--- src/rtl/cft_defines.svh ---
// Constants for the correlator frame timing block
// Operation
// - Frame boundary pulse repeats every n*125000 samples, n from 1 to 256.
// - Frame boundary pulse stays high for exactly 256 active samples.
// - Accumulate strobe pulses every 2^n samples; n of 0 holds it high.
// - Accumulate strobe is high on first sample after boundary falls.
// - Shift strobe pulses every 2^n samples; n of 0 holds it high.
// - Shift strobe is high on first sample after boundary falls.
// - Formatter source brings four 2-bit channels plus its second tick.
// - Decoded bit replaces upper sideband input; magnitude held constant.
// - Timing works with decoded streams up to 16 Mbit/s.
// - Decoder clock idles in parity bits; only real edges count.
// - No correlator frame is ever shortened, errors or not.
// - Frames realign to the tick and flywheel when ticks are missing.
// - Buffer activity disables correlator; correlator use blocks buffer.
// - Only one decoder is routed to the correlator at a time.
// - State-count mode copies one stream and gates validity by state.
`ifndef CFT_DEFINES_SVH
`define CFT_DEFINES_SVH
`define CFT_OFF_CTRL 8'h00
`define CFT_OFF_PERIOD 8'h04
`define CFT_OFF_STROBE 8'h08
`define CFT_OFF_STATUS 8'h0c
`define CFT_OFF_FRAMES 8'h10
`define CFT_CTRL_RUN 0
`define CFT_CTRL_SRC 2:1
`define CFT_CTRL_MAG 3
`define CFT_CTRL_STC 4
`define CFT_CTRL_CH 6:5
`define CFT_CTRL_CLEAR 7
`define CFT_CTRL_RST 8'h00
`define CFT_PERIOD_RST 8'h00
`define CFT_STROBE_RST 8'h00
`define CFT_ACC_N 2:0
`define CFT_SHF_N 6:4
`define CFT_FRAME_UNIT 125000
`define CFT_PULSE_LEN 25'h0000100
`define CFT_CNT_W 25
`define CFT_SYNC_W 16
`define CFT_V_FCLK 0
`define CFT_V_FTICK 1
`define CFT_V_FSIGN 5:2
`define CFT_V_FMAG 9:6
`define CFT_V_DECA 12:10
`define CFT_V_DECB 15:13
`endif

--- src/rtl/cft_pkg.sv ---
// Types for the correlator frame timing block
`include "cft_defines.svh"
package cft_pkg;
  typedef enum logic [2:0] {
    ST_IDLE = 3'b001,
    ST_WAIT = 3'b010,
    ST_RUN = 3'b100
  } cft_state_t;
  typedef enum logic [1:0] {
    SRC_FMT = 2'h0,
    SRC_DEC_A = 2'h1,
    SRC_DEC_B = 2'h2
  } cft_src_t;
  typedef struct packed {
    logic [`CFT_SYNC_W-1:0] meta;
    logic [`CFT_SYNC_W-1:0] stable;
  } cft_sync_t;
  typedef struct packed {
    logic [6:0] phase;
    logic strobe;
  } cft_strobe_t;
  typedef struct packed {
    logic [7:0] ctrl;
    logic [7:0] period;
    logic [7:0] strobe_cfg;
    logic [31:0] rdata;
    cft_state_t state;
    logic [`CFT_CNT_W-1:0] cnt;
    logic [`CFT_CNT_W-1:0] phase;
    logic [8:0] cur_n;
    logic clk_prev;
    logic tick_prev;
    logic tick_pend;
    logic realign;
    logic aligned;
    logic fbp;
    logic [15:0] frames;
    logic [7:0] resyncs;
    logic [3:0] mux_sign;
    logic [3:0] mux_mag;
    logic [3:0] mux_valid;
    logic sample;
    logic clr;
  } cft_core_t;
endpackage : cft_pkg

--- src/rtl/cft_sync.sv ---
// Two-stage synchroniser for the asynchronous link pins
`timescale 1ns/1ps
`default_nettype none
`include "cft_defines.svh"
module cft_sync
  import cft_pkg::*;
(
  input wire logic core_clk,
  input wire logic reset_n,
  input wire logic [`CFT_SYNC_W-1:0] async_in,
  output logic [`CFT_SYNC_W-1:0] sync_out
);
  cft_sync_t r_q;
  cft_sync_t r_d;

  always_comb
  begin
    r_d.meta = async_in;
    r_d.stable = r_q.meta;
  end

  always_ff @(posedge core_clk or negedge reset_n)
  begin
    if (!reset_n)
      r_q <= '0;
    else
      r_q <= r_d;
  end

  assign sync_out = r_q.stable;
endmodule : cft_sync
`default_nettype wire

--- src/rtl/cft_strobe_gen.sv ---
// Power-of-two strobe generator phased to a restart sample
`timescale 1ns/1ps
`default_nettype none
module cft_strobe_gen
  import cft_pkg::*;
(
  input wire logic core_clk,
  input wire logic reset_n,
  input wire logic hold,
  input wire logic advance,
  input wire logic restart,
  input wire logic [2:0] exp_n,
  output logic strobe
);
  cft_strobe_t r_q;
  cft_strobe_t r_d;
  logic [6:0] mask;
  logic [6:0] nxt;

  always_comb
  begin
    r_d = r_q;
    mask = 7'((8'h01 << exp_n) - 8'h01);
    nxt = restart ? 7'h00 : ((r_q.phase + 7'h01) & mask);
    if (hold)
    begin
      r_d = '0;
    end
    else if (advance)
    begin
      r_d.phase = nxt;
      r_d.strobe = (nxt == 7'h00);
    end
  end

  always_ff @(posedge core_clk or negedge reset_n)
  begin
    if (!reset_n)
      r_q <= '0;
    else
      r_q <= r_d;
  end

  assign strobe = r_q.strobe;
endmodule : cft_strobe_gen
`default_nettype wire

--- src/rtl/cft_frame_timing.sv ---
// Correlator frame, accumulate and shift strobe generation
`timescale 1ns/1ps
`default_nettype none
`include "cft_defines.svh"
module cft_frame_timing
  import cft_pkg::*;
#(
  parameter int unsigned FRAME_UNIT = `CFT_FRAME_UNIT
)
(
  input wire logic core_clk,
  input wire logic reset_n,
  input wire logic [7:0] reg_addr,
  input wire logic [31:0] reg_wdata,
  input wire logic reg_wr,
  input wire logic reg_rd,
  output logic [31:0] reg_rdata,
  input wire logic fmt_clk,
  input wire logic fmt_one_second_tick,
  input wire logic [3:0] upper_sideband_input,
  input wire logic [3:0] fmt_mag,
  input wire logic dec_a_clk,
  input wire logic dec_a_data,
  input wire logic dec_a_one_second_tick,
  input wire logic dec_b_clk,
  input wire logic dec_b_data,
  input wire logic dec_b_one_second_tick,
  input wire logic buf_busy,
  output logic buf_allow,
  output logic corr_active,
  output logic frame_boundary_pulse,
  output logic accumulate_strobe,
  output logic shift_strobe,
  output logic corr_sample,
  output logic [3:0] corr_sign,
  output logic [3:0] corr_mag,
  output logic [3:0] corr_valid
);
  // ----------------------------------------------------------------
  // Helpers
  // ----------------------------------------------------------------
  // Decoder triple is {tick, data, clk}
  function automatic logic [2:0] dec_pick(
    input logic [`CFT_SYNC_W-1:0] v,
    input cft_src_t s
  );
    dec_pick = (s == SRC_DEC_B) ? v[`CFT_V_DECB] : v[`CFT_V_DECA];
  endfunction : dec_pick

  function automatic logic [3:0] state_hot(input logic [1:0] st);
    state_hot = 4'(4'h1 << st);
  endfunction : state_hot

  // ----------------------------------------------------------------
  // Link pin synchronisation
  // ----------------------------------------------------------------
  logic [`CFT_SYNC_W-1:0] pins;
  logic [`CFT_SYNC_W-1:0] sync_v;

  assign pins = {dec_b_one_second_tick, dec_b_data, dec_b_clk,
                 dec_a_one_second_tick, dec_a_data, dec_a_clk,
                 fmt_mag, upper_sideband_input,
                 fmt_one_second_tick, fmt_clk};

  cft_sync u_sync (
    .core_clk(core_clk),
    .reset_n(reset_n),
    .async_in(pins),
    .sync_out(sync_v)
  );

  // ----------------------------------------------------------------
  // Frame state
  // ----------------------------------------------------------------
  cft_core_t r_q;
  cft_core_t r_d;
  cft_src_t src;
  logic [2:0] dec;
  logic s_clk;
  logic s_tick;
  logic s_data;
  logic samp;
  logic tick_ev;
  logic active;
  logic start;
  logic [`CFT_CNT_W-1:0] len;
  logic [`CFT_CNT_W-1:0] ph_nx;
  logic [1:0] ch;
  logic pick_sign;
  logic pick_mag;
  logic stb_hold;
  logic stb_adv;
  logic stb_restart;

  assign src = cft_src_t'(r_q.ctrl[`CFT_CTRL_SRC]);
  // buffer and correlator exclude each other
  assign active = r_q.ctrl[`CFT_CTRL_RUN] & ~buf_busy;
  assign len = `CFT_CNT_W'(r_q.cur_n * FRAME_UNIT);

  always_comb
  begin
    r_d = r_q;
    r_d.clr = 1'b0;
    r_d.sample = 1'b0;
    r_d.rdata = '0;
    start = 1'b0;
    stb_restart = 1'b0;
    ch = r_q.ctrl[`CFT_CTRL_CH];
    dec = dec_pick(sync_v, src);
    s_clk = (src == SRC_FMT) ? sync_v[`CFT_V_FCLK] : dec[0];
    s_data = dec[1];
    s_tick = (src == SRC_FMT) ? sync_v[`CFT_V_FTICK] : dec[2];

    if (reg_wr)
    begin
      case (reg_addr)
        `CFT_OFF_CTRL:
        begin
          r_d.ctrl = reg_wdata[7:0] & 8'h7f;
          r_d.clr = reg_wdata[`CFT_CTRL_CLEAR];
        end
        `CFT_OFF_PERIOD: r_d.period = reg_wdata[7:0];
        `CFT_OFF_STROBE: r_d.strobe_cfg = reg_wdata[7:0] & 8'h77;
        default: r_d.ctrl = r_q.ctrl;
      endcase
    end

    if (reg_rd)
    begin
      case (reg_addr)
        `CFT_OFF_CTRL: r_d.rdata = {24'h000000, r_q.ctrl};
        `CFT_OFF_PERIOD: r_d.rdata = {24'h000000, r_q.period};
        `CFT_OFF_STROBE: r_d.rdata = {24'h000000, r_q.strobe_cfg};
        `CFT_OFF_STATUS: r_d.rdata = {16'h0000, r_q.resyncs, 1'b0,
                          r_q.realign, buf_busy, active, r_q.aligned,
                          r_q.state};
        `CFT_OFF_FRAMES: r_d.rdata = {16'h0000, r_q.frames};
        default: r_d.rdata = '0;
      endcase
    end

    r_d.clk_prev = s_clk;
    r_d.tick_prev = s_tick;
    samp = s_clk & ~r_q.clk_prev;
    tick_ev = r_q.tick_pend | (s_tick & ~r_q.tick_prev);
    // Tick latched until the sample that consumes it
    r_d.tick_pend = samp ? 1'b0 : tick_ev;
    // tick phase wraps with the frame period
    ph_nx = (tick_ev || r_q.phase == len - 25'h0000001)
      ? '0 : r_q.phase + 25'h0000001;

    if (r_q.clr || !active)
    begin
      r_d.state = ST_IDLE;
      r_d.cnt = '0;
      r_d.phase = '0;
      r_d.fbp = 1'b0;
      r_d.realign = 1'b0;
      r_d.tick_pend = 1'b0;
      r_d.aligned = 1'b0;
      if (r_q.clr)
      begin
        r_d.frames = '0;
        r_d.resyncs = '0;
      end
    end
    else if (samp)
    begin
      // edge rate bound by core clock only
      r_d.sample = 1'b1;
      r_d.phase = ph_nx;
      case (r_q.state)
        ST_IDLE:
        begin
          r_d.state = ST_WAIT;
          r_d.phase = '0;
          r_d.cur_n = 9'(r_q.period) + 9'h001;
        end
        ST_WAIT:
        begin
          start = (ph_nx == '0);
          r_d.resyncs = r_q.resyncs + {7'h00, start};
        end
        ST_RUN:
        begin
          if (r_q.cnt == len - 25'h0000001)
          begin
            r_d.frames = r_q.frames + 16'h0001;
            start = !r_q.realign || ph_nx == '0;
            if (!start)
              r_d.state = ST_WAIT;
          end
          else
          begin
            // frame never cut by a tick
            r_d.cnt = r_q.cnt + 25'h0000001;
            if (tick_ev)
              r_d.realign = 1'b1;
          end
        end
        default: r_d.state = ST_IDLE;
      endcase

      if (start)
      begin
        // new frame on tick or flywheel
        r_d.state = ST_RUN;
        r_d.cnt = '0;
        r_d.realign = 1'b0;
        r_d.aligned = tick_ev;
        r_d.cur_n = 9'(r_q.period) + 9'h001;
      end
      // high for the first 256 samples
      r_d.fbp = (r_d.state == ST_RUN) && (r_d.cnt < `CFT_PULSE_LEN);
      stb_restart = (r_d.state == ST_RUN) && (r_d.cnt == `CFT_PULSE_LEN);

      if (src == SRC_FMT)
      begin
        r_d.mux_sign = sync_v[`CFT_V_FSIGN];
        r_d.mux_mag = sync_v[`CFT_V_FMAG];
        pick_sign = 1'(sync_v[`CFT_V_FSIGN] >> ch);
        pick_mag = 1'(sync_v[`CFT_V_FMAG] >> ch);
      end
      else
      begin
        r_d.mux_sign = {4{s_data}};
        r_d.mux_mag = {4{r_q.ctrl[`CFT_CTRL_MAG]}};
        pick_sign = s_data;
        pick_mag = r_q.ctrl[`CFT_CTRL_MAG];
      end
      r_d.mux_valid = 4'hf;
      if (r_q.ctrl[`CFT_CTRL_STC])
      begin
        r_d.mux_sign = {4{pick_sign}};
        r_d.mux_mag = {4{pick_mag}};
        r_d.mux_valid = state_hot({pick_sign, pick_mag});
      end
    end
    else
    begin
      pick_sign = 1'b0;
      pick_mag = 1'b0;
    end
    if (!samp || r_q.clr || !active)
    begin
      pick_sign = 1'b0;
      pick_mag = 1'b0;
    end
  end

  always_ff @(posedge core_clk or negedge reset_n)
  begin
    if (!reset_n)
    begin
      r_q <= '0;
      r_q.state <= ST_IDLE;
      r_q.ctrl <= `CFT_CTRL_RST;
      r_q.period <= `CFT_PERIOD_RST;
      r_q.strobe_cfg <= `CFT_STROBE_RST;
      r_q.cur_n <= 9'h001;
      r_q.mux_valid <= 4'hf;
    end
    else
    begin
      r_q <= r_d;
    end
  end

  // ----------------------------------------------------------------
  // Strobe generators
  // ----------------------------------------------------------------
  assign stb_hold = r_q.clr | ~active;
  assign stb_adv = samp & (r_d.state == ST_RUN);

  cft_strobe_gen u_acc (
    .core_clk(core_clk),
    .reset_n(reset_n),
    .hold(stb_hold),
    .advance(stb_adv),
    .restart(stb_restart),
    .exp_n(r_q.strobe_cfg[`CFT_ACC_N]),
    .strobe(accumulate_strobe)
  );

  cft_strobe_gen u_shf (
    .core_clk(core_clk),
    .reset_n(reset_n),
    .hold(stb_hold),
    .advance(stb_adv),
    .restart(stb_restart),
    .exp_n(r_q.strobe_cfg[`CFT_SHF_N]),
    .strobe(shift_strobe)
  );

  assign reg_rdata = r_q.rdata;
  assign frame_boundary_pulse = r_q.fbp;
  assign corr_sample = r_q.sample;
  assign corr_sign = r_q.mux_sign;
  assign corr_mag = r_q.mux_mag;
  assign corr_valid = r_q.mux_valid;
  assign corr_active = active;
  assign buf_allow = ~r_q.ctrl[`CFT_CTRL_RUN];

  // ----------------------------------------------------------------
  // Checks
  // ----------------------------------------------------------------
  logic [8:0] h_hi;
  logic [`CFT_CNT_W-1:0] h_gap;
  logic [`CFT_CNT_W-1:0] h_len;
  logic h_prev;
  logic h_valid;

  always_ff @(posedge core_clk or negedge reset_n)
  begin
    if (!reset_n)
    begin
      h_hi <= '0;
      h_gap <= '0;
      h_len <= '0;
      h_prev <= 1'b0;
      h_valid <= 1'b0;
    end
    else
    begin
      h_prev <= r_q.fbp;
      if (!r_q.fbp)
        h_hi <= '0;
      else if (r_q.sample)
        h_hi <= h_hi + 9'h001;
      if (r_q.state == ST_IDLE)
        h_valid <= 1'b0;
      else if (r_q.fbp && !h_prev)
      begin
        h_valid <= 1'b1;
        h_len <= len;
      end
      if (r_q.sample)
        h_gap <= (r_q.fbp && !h_prev) ? 25'h0000001 : h_gap + 25'h0000001;
    end
  end
endmodule : cft_frame_timing
`default_nettype wire

--- config.mk ---
export PLATFORM = sky130hd
export DESIGN_NAME = cft_frame_timing
export DESIGN_NICKNAME = d
export VERILOG_FILES = /design/src/rtl/cft_pkg.sv /design/src/rtl/cft_sync.sv /design/src/rtl/cft_strobe_gen.sv /design/src/rtl/cft_frame_timing.sv
export VERILOG_INCLUDE_DIRS = /design/src /design/src/rtl
export SDC_FILE = /design/constraint.sdc
export NUM_CORES = 1
export LEC_CHECK = 0
export BUFFER_PORTS_ARGS = -buffer_cell sky130_fd_sc_hd__buf_2
export CAP_MARGIN = 10
export CORE_UTILIZATION = 55
export DETAILED_ROUTE_END_ITERATION = 10
export PLACE_DENSITY = 0.75
export SYNTH_ARGS = -nofsm -noshare
export SYNTH_HDL_FRONTEND = slang
export SYNTH_HIERARCHICAL = 1
export SYNTH_SLANG_ARGS = --single-unit
export TNS_END_PERCENT = 20
--- constraint.sdc ---
create_clock -name core_clk -period 17.8 [get_ports core_clk]
set_input_delay 2.67 -clock core_clk [delete_from_list [all_inputs] [get_ports core_clk]]
set_output_delay 2.67 -clock core_clk [all_outputs]
set_load 0.02 [all_outputs]
==> results of run 1 <==
where the power goes:
| part | switching [W] | internal [W] |
|---|---|---|
| sequential | 0.0000172 | 0.000447 |
| clock | 0.000194 | 0.000195 |
| combinational | 0.000641 | 0.000470 |
final cells by class:
type                            count  area share [%]
Clock buffer                       19            2.97
Tap cell                          330            2.71
Inverter                           81            2.00
Multi-Input combinational cell   1182            57.1
Clock inverter                     13           0.969
Sequential cell                   191            31.4
Timing Repair Buffer               80            2.85
routing by layer:
layer / track usage, % / share of wire, %
met1: 36.1 / 44
met4: 10.3 / 2.8
met3: 2.98 / 4.3
met5: 0 / 0
met2: 46.5 / 48
cell usage after synthesis (all sizes together) (8+ instances only):
library cell | n | area (µm²)
mux2i | 17 | 170
or3 | 15 | 96.3
xnor2 | 55 | 497
or4 | 17 | 139
nand2b | 8 | 50.1
clkbuf | 64 | 241
xnor3 | 15 | 338
o311ai | 8 | 70.1
nor3 | 42 | 210
nand4 | 21 | 131
nor4b | 8 | 115
inv | 81 | 304
mux2 | 30 | 338
fa | 21 | 420
o21a | 10 | 75.1
and2 | 22 | 138
nand3 | 64 | 330
nor2b | 17 | 106
nor2 | 118 | 445
o211ai | 11 | 82.6
a22o | 11 | 96.3
a21oi | 77 | 400
a21o | 19 | 144
o21ai | 83 | 419
a31oi | 26 | 163
nand2 | 113 | 427
dfrtp | 185 | 4630
o211a | 8 | 80.1
or2 | 10 | 62.6
ha | 64 | 801
a211oi | 15 | 140
a22oi | 12 | 90.1
nand3b | 8 | 60.1
buf | 67 | 478
xor2 | 44 | 385
and3 | 29 | 191
o31ai | 32 | 264
nor4 | 11 | 90.1
and4 | 9 | 78.8
o2111ai | 10 | 87.6
through the flow:
stage	instances	setup slack (ns)	cell area, µm²	power [W]	util (%)
2_1_floorplan	1585	10.12	14500	0.00138	-
3_3_place_gp	1864	8.62	14600	0.00155	57.4
3_5_place_dp	1864	8.51	14600	0.00157	57.4
4_1_cts	1896	8.42	15200	0.00196	59.8
5_1_grt	1896	7.93	15200	0.00210	59.8
6_report	1896	8.43	15200	0.00196	59.8
registers in the layout, indices dropped and copies added, names as in the netlist, 2 cells and up:
name	cells
r_q	111
reg_rdata	16
u_sync/r_d	16
u_sync/sync_out	16
u_acc/r_q	7
u_shf/r_q	7
corr_mag	4
corr_sign	4
corr_valid	4
ch	2
kinds of logic (layout without fill, tap and decap cells):
kind of cell / count (synthesis) / in the layout / synth area share, %
and+or+nand+nor: 526 / 526 / 19.4
AOI/OAI and AO/OA: 391 / 391 / 19.6
buffers and inverters: 212 / 193 / 7.08
DFF: 191 / 191 / 33.1
xor gates and xnor gates: 114 / 114 / 8.44
adders and majority gates: 86 / 86 / 8.52
muxes: 49 / 49 / 3.83
other: 1 / 16 / 0.0260
worst register-to-register path: stages (launching register included):
cell and delay (ns):
dfrtp_1 0.72, inv_1 0.31, fa_1 0.64, xor2_1 0.19, fa_1 0.46, fa_1 0.54
inv_1 0.04, ha_1 0.42, and4_1 0.32, a211oi_1 0.48, o211a_1 0.23, o211ai_1 0.41
a21o_1 0.36, o311ai_0 0.40, o2111ai_1 0.16, or3_1 0.39, o31ai_4 0.25, buf_4 0.36
nor2_2 0.20, a211o_1 0.33, a211oi_1 0.33, and4_1 0.69, nand3b_1 0.21, mux2i_1 0.09
or4_1 0.55, o31ai_2 0.23
worst paths after layout:
path                                     start             endpoint  slack, ns  cells past startpoint
worst max-delay path                   r_q[46]         u_shf/strobe       8.43                     25
worst min-delay path            u_sync/r_d[13]  u_sync/sync_out[13]       0.35                      0
worst max register to register         r_q[46]         u_shf/strobe       8.43                     25
worst min register to register  u_sync/r_d[13]  u_sync/sync_out[13]       0.35                      0
max in group asynchronous              reset_n         corr_sign[3]      13.94                      2
min in group asynchronous              reset_n              r_q[69]       2.33                      1
==> flow_metrics.tcl, run 1 <==
set metrics [dict create \
    num-fill-cells 2146 \
    cts_tree "built" \
    timing.setup.critical_path_class "reg2reg" \
    post_synth_inst_count 1570 \
    antenna_violating_nets_post_route 0 \
    final.setup_skew_ns 0.0207 \
    synth_seq_area_share_pct 33.1 \
    gp_congestion 0.968 \
    asyncSetResetFlopFracSynth_pct 100 \
    crit_path_frequent_cell "fa_1" \
    clk-insertion-delay-late_ns 0.45 \
    floorplan.die_area_um2 26900 \
    synth-warning-count 6 \
    synthFlopType "dfrtp_1" \
    synth_cell_types 108 \
    grt_pass1_vias 11400 \
    hold_path_class "reg2reg" \
    synth_enable_flop_cells 0 \
    power.static_leakage_nw 6.59 \
    seq_area_um2 4790 \
    tightestPinTransition_ns 1.14 \
    cts_post_setup_buffers_inserted 0 \
    worstSetupEndpointType "flip-flop" \
    drc_violations_left 0 \
    std_cell_rows 58 \
    slowest_cp_cell "dfrtp_1" \
    timing.final.max_slew_violations 0 \
    cts_repair_resize_count 0 \
    final-setup-viol-count 0 \
    ys_seq_elements 191 \
    route.final.wire_length_um 35700 \
    core_area_um2 25500 \
    clock_sinks 191 \
    run_status "finished, final reports clean" \
    drtIter0Drc 940 \
    timing.slew.headroom_pct 23.1 \
    nets 1699 \
    floorplan.initialDensity_pct 56.7 \
    synth.avg_cell_area_um2 9.20 \
    clk_root_buffer_cell "clkbuf_16" \
    layout_worst_path_cycle_share_pct 52.7 \
    synthesis.area_um2 14400 \
    cp_data_required_time_ns 18.16 \
    num_io_pins 111 \
    critPathMaxFanout 34 \
    cellPowerDensity_nw_per_um2 129 \
    critPathTopFamily "compound AO/OA/AOI/OAI gates" \
    clk_pin_slew_worst_paths_ns 0.08 \
    overflow 0 \
    buffer_ports.inserted 70 \
    cp.arrival_ns 9.73 \
    maxCapViolCount 0 \
    combined_area_of_the_multi_input_logic_cells_um2 8690 \
    crit_buf_inv 3 \
    fmaxAchievable_mhz 107 \
    nature_of_the_critical_path_startpoint "flip-flop" \
    area_growth_syn_to_layout_pct 5.45 \
    antenna_found_initial 0 \
    antenna_cells 0 \
    detailed_place_hpwl_um 26000 \
    top_library_cells_by_usage_in_the_layout_fill_and_taps_aside "dfrtp_1, nor2_1, nand2_1" \
    grt_start_max_net_pins 115 \
    vias 11900 \
    hold_slack_ns 0.350 \
    holdBufCountCts 0 \
    rsz0062_at_grt "false" \
    via_per_inst 6.26 \
    htreeDepth 4 \
    wire_length_of_the_first_global_routing_pass_um 58400 \
    cts_buffer_depth 2 \
    most_common_cell_after_layout_fill_and_taps_aside "dfrtp_1" \
    post_drt_wl_per_cell_um 18.8 \
    dieWidth_um 164 \
    firstDrtPassIters 5 \
    fraction_of_layout_instances_using_a_drive_strength_above_1_pct 12.8 \
    min_period_ns 9.37 \
    die_height_um 164 \
    max-vdd-ir-drop_mv 0.0907 \
    cpPeakStageDelay_ns 0.72 \
    global_route.usage.total_pct 27.5 \
    timing_hold_violations_final 0 \
    fin_tns_setup_ns 0 \
    cts_made_buffers 17 \
]
Note: power is estimated with default switching activity, not from simulation.
==> inputs of run 2 (changes only) <==
--- a/config.mk
+++ b/config.mk
@@ -10,7 +10,7 @@
 export CAP_MARGIN = 10
 export CORE_UTILIZATION = 55
 export DETAILED_ROUTE_END_ITERATION = 10
-export PLACE_DENSITY = 0.75
+export PLACE_DENSITY = 0.78
 export SYNTH_ARGS = -nofsm -noshare
 export SYNTH_HDL_FRONTEND = slang
 export SYNTH_HIERARCHICAL = 1
==> constraint.sdc (replaced) <==
create_clock -name core_clk -period 7.65 [get_ports core_clk]
set_input_delay 1.1475 -clock core_clk [delete_from_list [all_inputs] [get_ports core_clk]]
set_output_delay 1.1475 -clock core_clk [all_outputs]
set_load 0.02 [all_outputs]
==> run 2 against run 1 <==
Net effect:
- the run now ends with setup timing left
- first-iteration DRC count grew 48%
- setup slack got worse by 8.5 ns
- register-to-register slack worse by 8.5 ns
- via count rose by 9.1%
- combinational power increased to 3.6 times the previous value
- total power rose to 3.1 times the previous value
- die area is the same
- global-route usage rose by 2.3 points
- final cell count increased by 8.0%
- critical path type unchanged
- largest power group unchanged
- highest routed layer unchanged
==> flow_metrics.tcl, run 2 (synthesis gave the netlist of run 1 again) <==
set metrics [dict create \
    run_status "finished with violations" \
    violations "setup timing" \
    postLayoutSetupSlackWorst_ns -0.0799 \
    antenna_found_initial 0 \
    max-vdd-ir-drop_mv 0.290 \
    nets 1850 \
    nature_of_the_critical_path_startpoint "flip-flop" \
    num_io_pins 111 \
    area_growth_syn_to_layout_pct 16.8 \
    floorplan.initialDensity_pct 56.7 \
    vias 12900 \
    pre_cts_ws_ns -0.583 \
    met2WireLength_um 19600 \
    post_drt_wl_per_cell_um 19.6 \
    cpPeakStageDelay_ns 0.59 \
    clk_pin_slew_worst_paths_ns 0.09 \
    seq_area_um2 4790 \
    timing.setup.critical_path_class "reg2reg" \
    firstDrtPassIters 6 \
    timing.final.max_slew_violations 0 \
    min_delay_path_depth 0 \
    critPathTopFamily "compound AO/OA/AOI/OAI gates" \
    holdBufCountCts 0 \
    fmaxAchievable_mhz 129 \
    hold_path_class "reg2reg" \
    num-fill-cells 1935 \
    route.layer.met1.wl_um 16500 \
    layout.core_utilization_pct 66.2 \
    clk-insertion-delay-late_ns 0.45 \
    fraction_of_layout_instances_using_a_drive_strength_above_1_pct 23.9 \
    cts_tree "built" \
    htreeDepth 4 \
    critPathMaxFanout 6 \
    top_library_cells_by_usage_in_the_layout_fill_and_taps_aside "dfrtp_1, buf_4, nor2_1" \
    die_height_um 164 \
    min_period_ns 7.73 \
    combined_area_of_the_multi_input_logic_cells_um2 9130 \
    largest_reg_flops 111 \
    placed_area_um2 15600 \
    cp_data_required_time_ns 8.02 \
    cts_made_buffers 17 \
    cellPowerDensity_nw_per_um2 359 \
    cts_buffer_depth 2 \
    grt_start_max_net_pins 76 \
    dieWidth_um 164 \
    global_route.usage.total_pct 29.8 \
    maxCapViolCount 0 \
    final.setup_skew_ns 0.0188 \
    route.met3.wl_um 2900 \
    rsz0062_at_grt "true" \
    clk_root_buffer_cell "clkbuf_16" \
    timing.slew.headroom_pct 23.8 \
    via_per_inst 6.32 \
    antenna_cells 0 \
    overflow 0 \
    post-route-cell-area_um2 16900 \
    route.final.wire_length_um 40200 \
    slowest_cp_cell "fa_2" \
    tightestPinTransition_ns 1.14 \
    timing_hold_violations_final 0 \
    worst-r2r-cell-count 31 \
    crit_path_frequent_cell "buf_4" \
    antenna_violating_nets_post_route 0 \
    cp.arrival_ns 8.10 \
    maxUsedRoutingLayer "met4" \
    crit_buf_inv 9 \
    power.static_leakage_nw 7.45 \
    crit_cells 31 \
    gp_congestion 0.946 \
    most_common_cell_after_layout_fill_and_taps_aside "dfrtp_1" \
    drtIter0Drc 1394 \
    std_cell_rows 58 \
    floorplan.die_area_um2 26900 \
    detailed_place_hpwl_um 28000 \
    wire_length_of_the_first_global_routing_pass_um 62700 \
    clock_sinks 191 \
    drc_violations_left 0 \
    final-setup-viol-count 2 \
    buffer_ports.inserted 70 \
    grt_pass1_vias 12200 \
    core_area_um2 25500 \
    worstSetupEndpointType "flip-flop" \
    reg_with_most_ffs "r_q" \
    layout_worst_path_cycle_share_pct 101 \
]
[run 2: cell count changes in the layout (fill, tap and decap cells not counted), sizes merged]
cell and change:
clkinv -5, clkinvlp -1, clkbuf -1, buf +149, and4 +1, inv +8
[run 2: final timing paths]
path / startpoint / end / slack [ns]
setup / recovery: r_q[44] / u_shf/strobe / -0.08
hold / removal: u_sync/r_d[2] / u_sync/sync_out[2] / 0.35
setup reg to reg: r_q[44] / u_shf/strobe / -0.08
hold reg to reg: u_sync/r_d[2] / u_sync/sync_out[2] / 0.35
max in group asynchronous: reset_n / r_q[23] / 5.74
min in group asynchronous: reset_n / r_q[69] / 0.70
[run 2: final cells by class]
type                    count  share of cell area (%)
flip-flops and latches    191                    28.4
multi-input cells        1183                    54.1
inverters                  81                    1.80
clock inverters            15                    1.25
well taps                 330                    2.45
repair buffers            230                    9.54
clock buffers              17                    2.52
[run 2: through the flow]
stage          total power, W  cells  hold slack (ns)  setup TNS [ns]
2_1_floorplan         0.00321   1585            0.331               0
3_3_place_gp          0.00433   1987            0.332           -1.16
3_5_place_dp          0.00439   1987            0.335           -3.00
4_1_cts               0.00547   2034            0.354               0
5_1_grt               0.00637   2047            0.355          -0.776
6_report              0.00606   2047            0.353          -0.122
[run 2: timing repair]
action	in CTS	in global routing
buffers inserted	14	13
endpoints found under the setup margin	21	16
pin swaps	28	55
gates resized for setup	30	66
endpoints found under the hold margin	0	0
cloned	1	0
[run 2: layer usage]
metal  track usage (%)  vias up
met2              49.5      579
met1              38.8     6304
met5                 0        -
met3              5.51      111
met4              10.3        0
li1                  -     5944
[run 2: where the power goes]
group          internal, W  switching [W]  total (W)
Sequential         0.00104      0.0000257    0.00106
Clock             0.000464       0.000498   0.000962
Combinational      0.00199        0.00204    0.00403
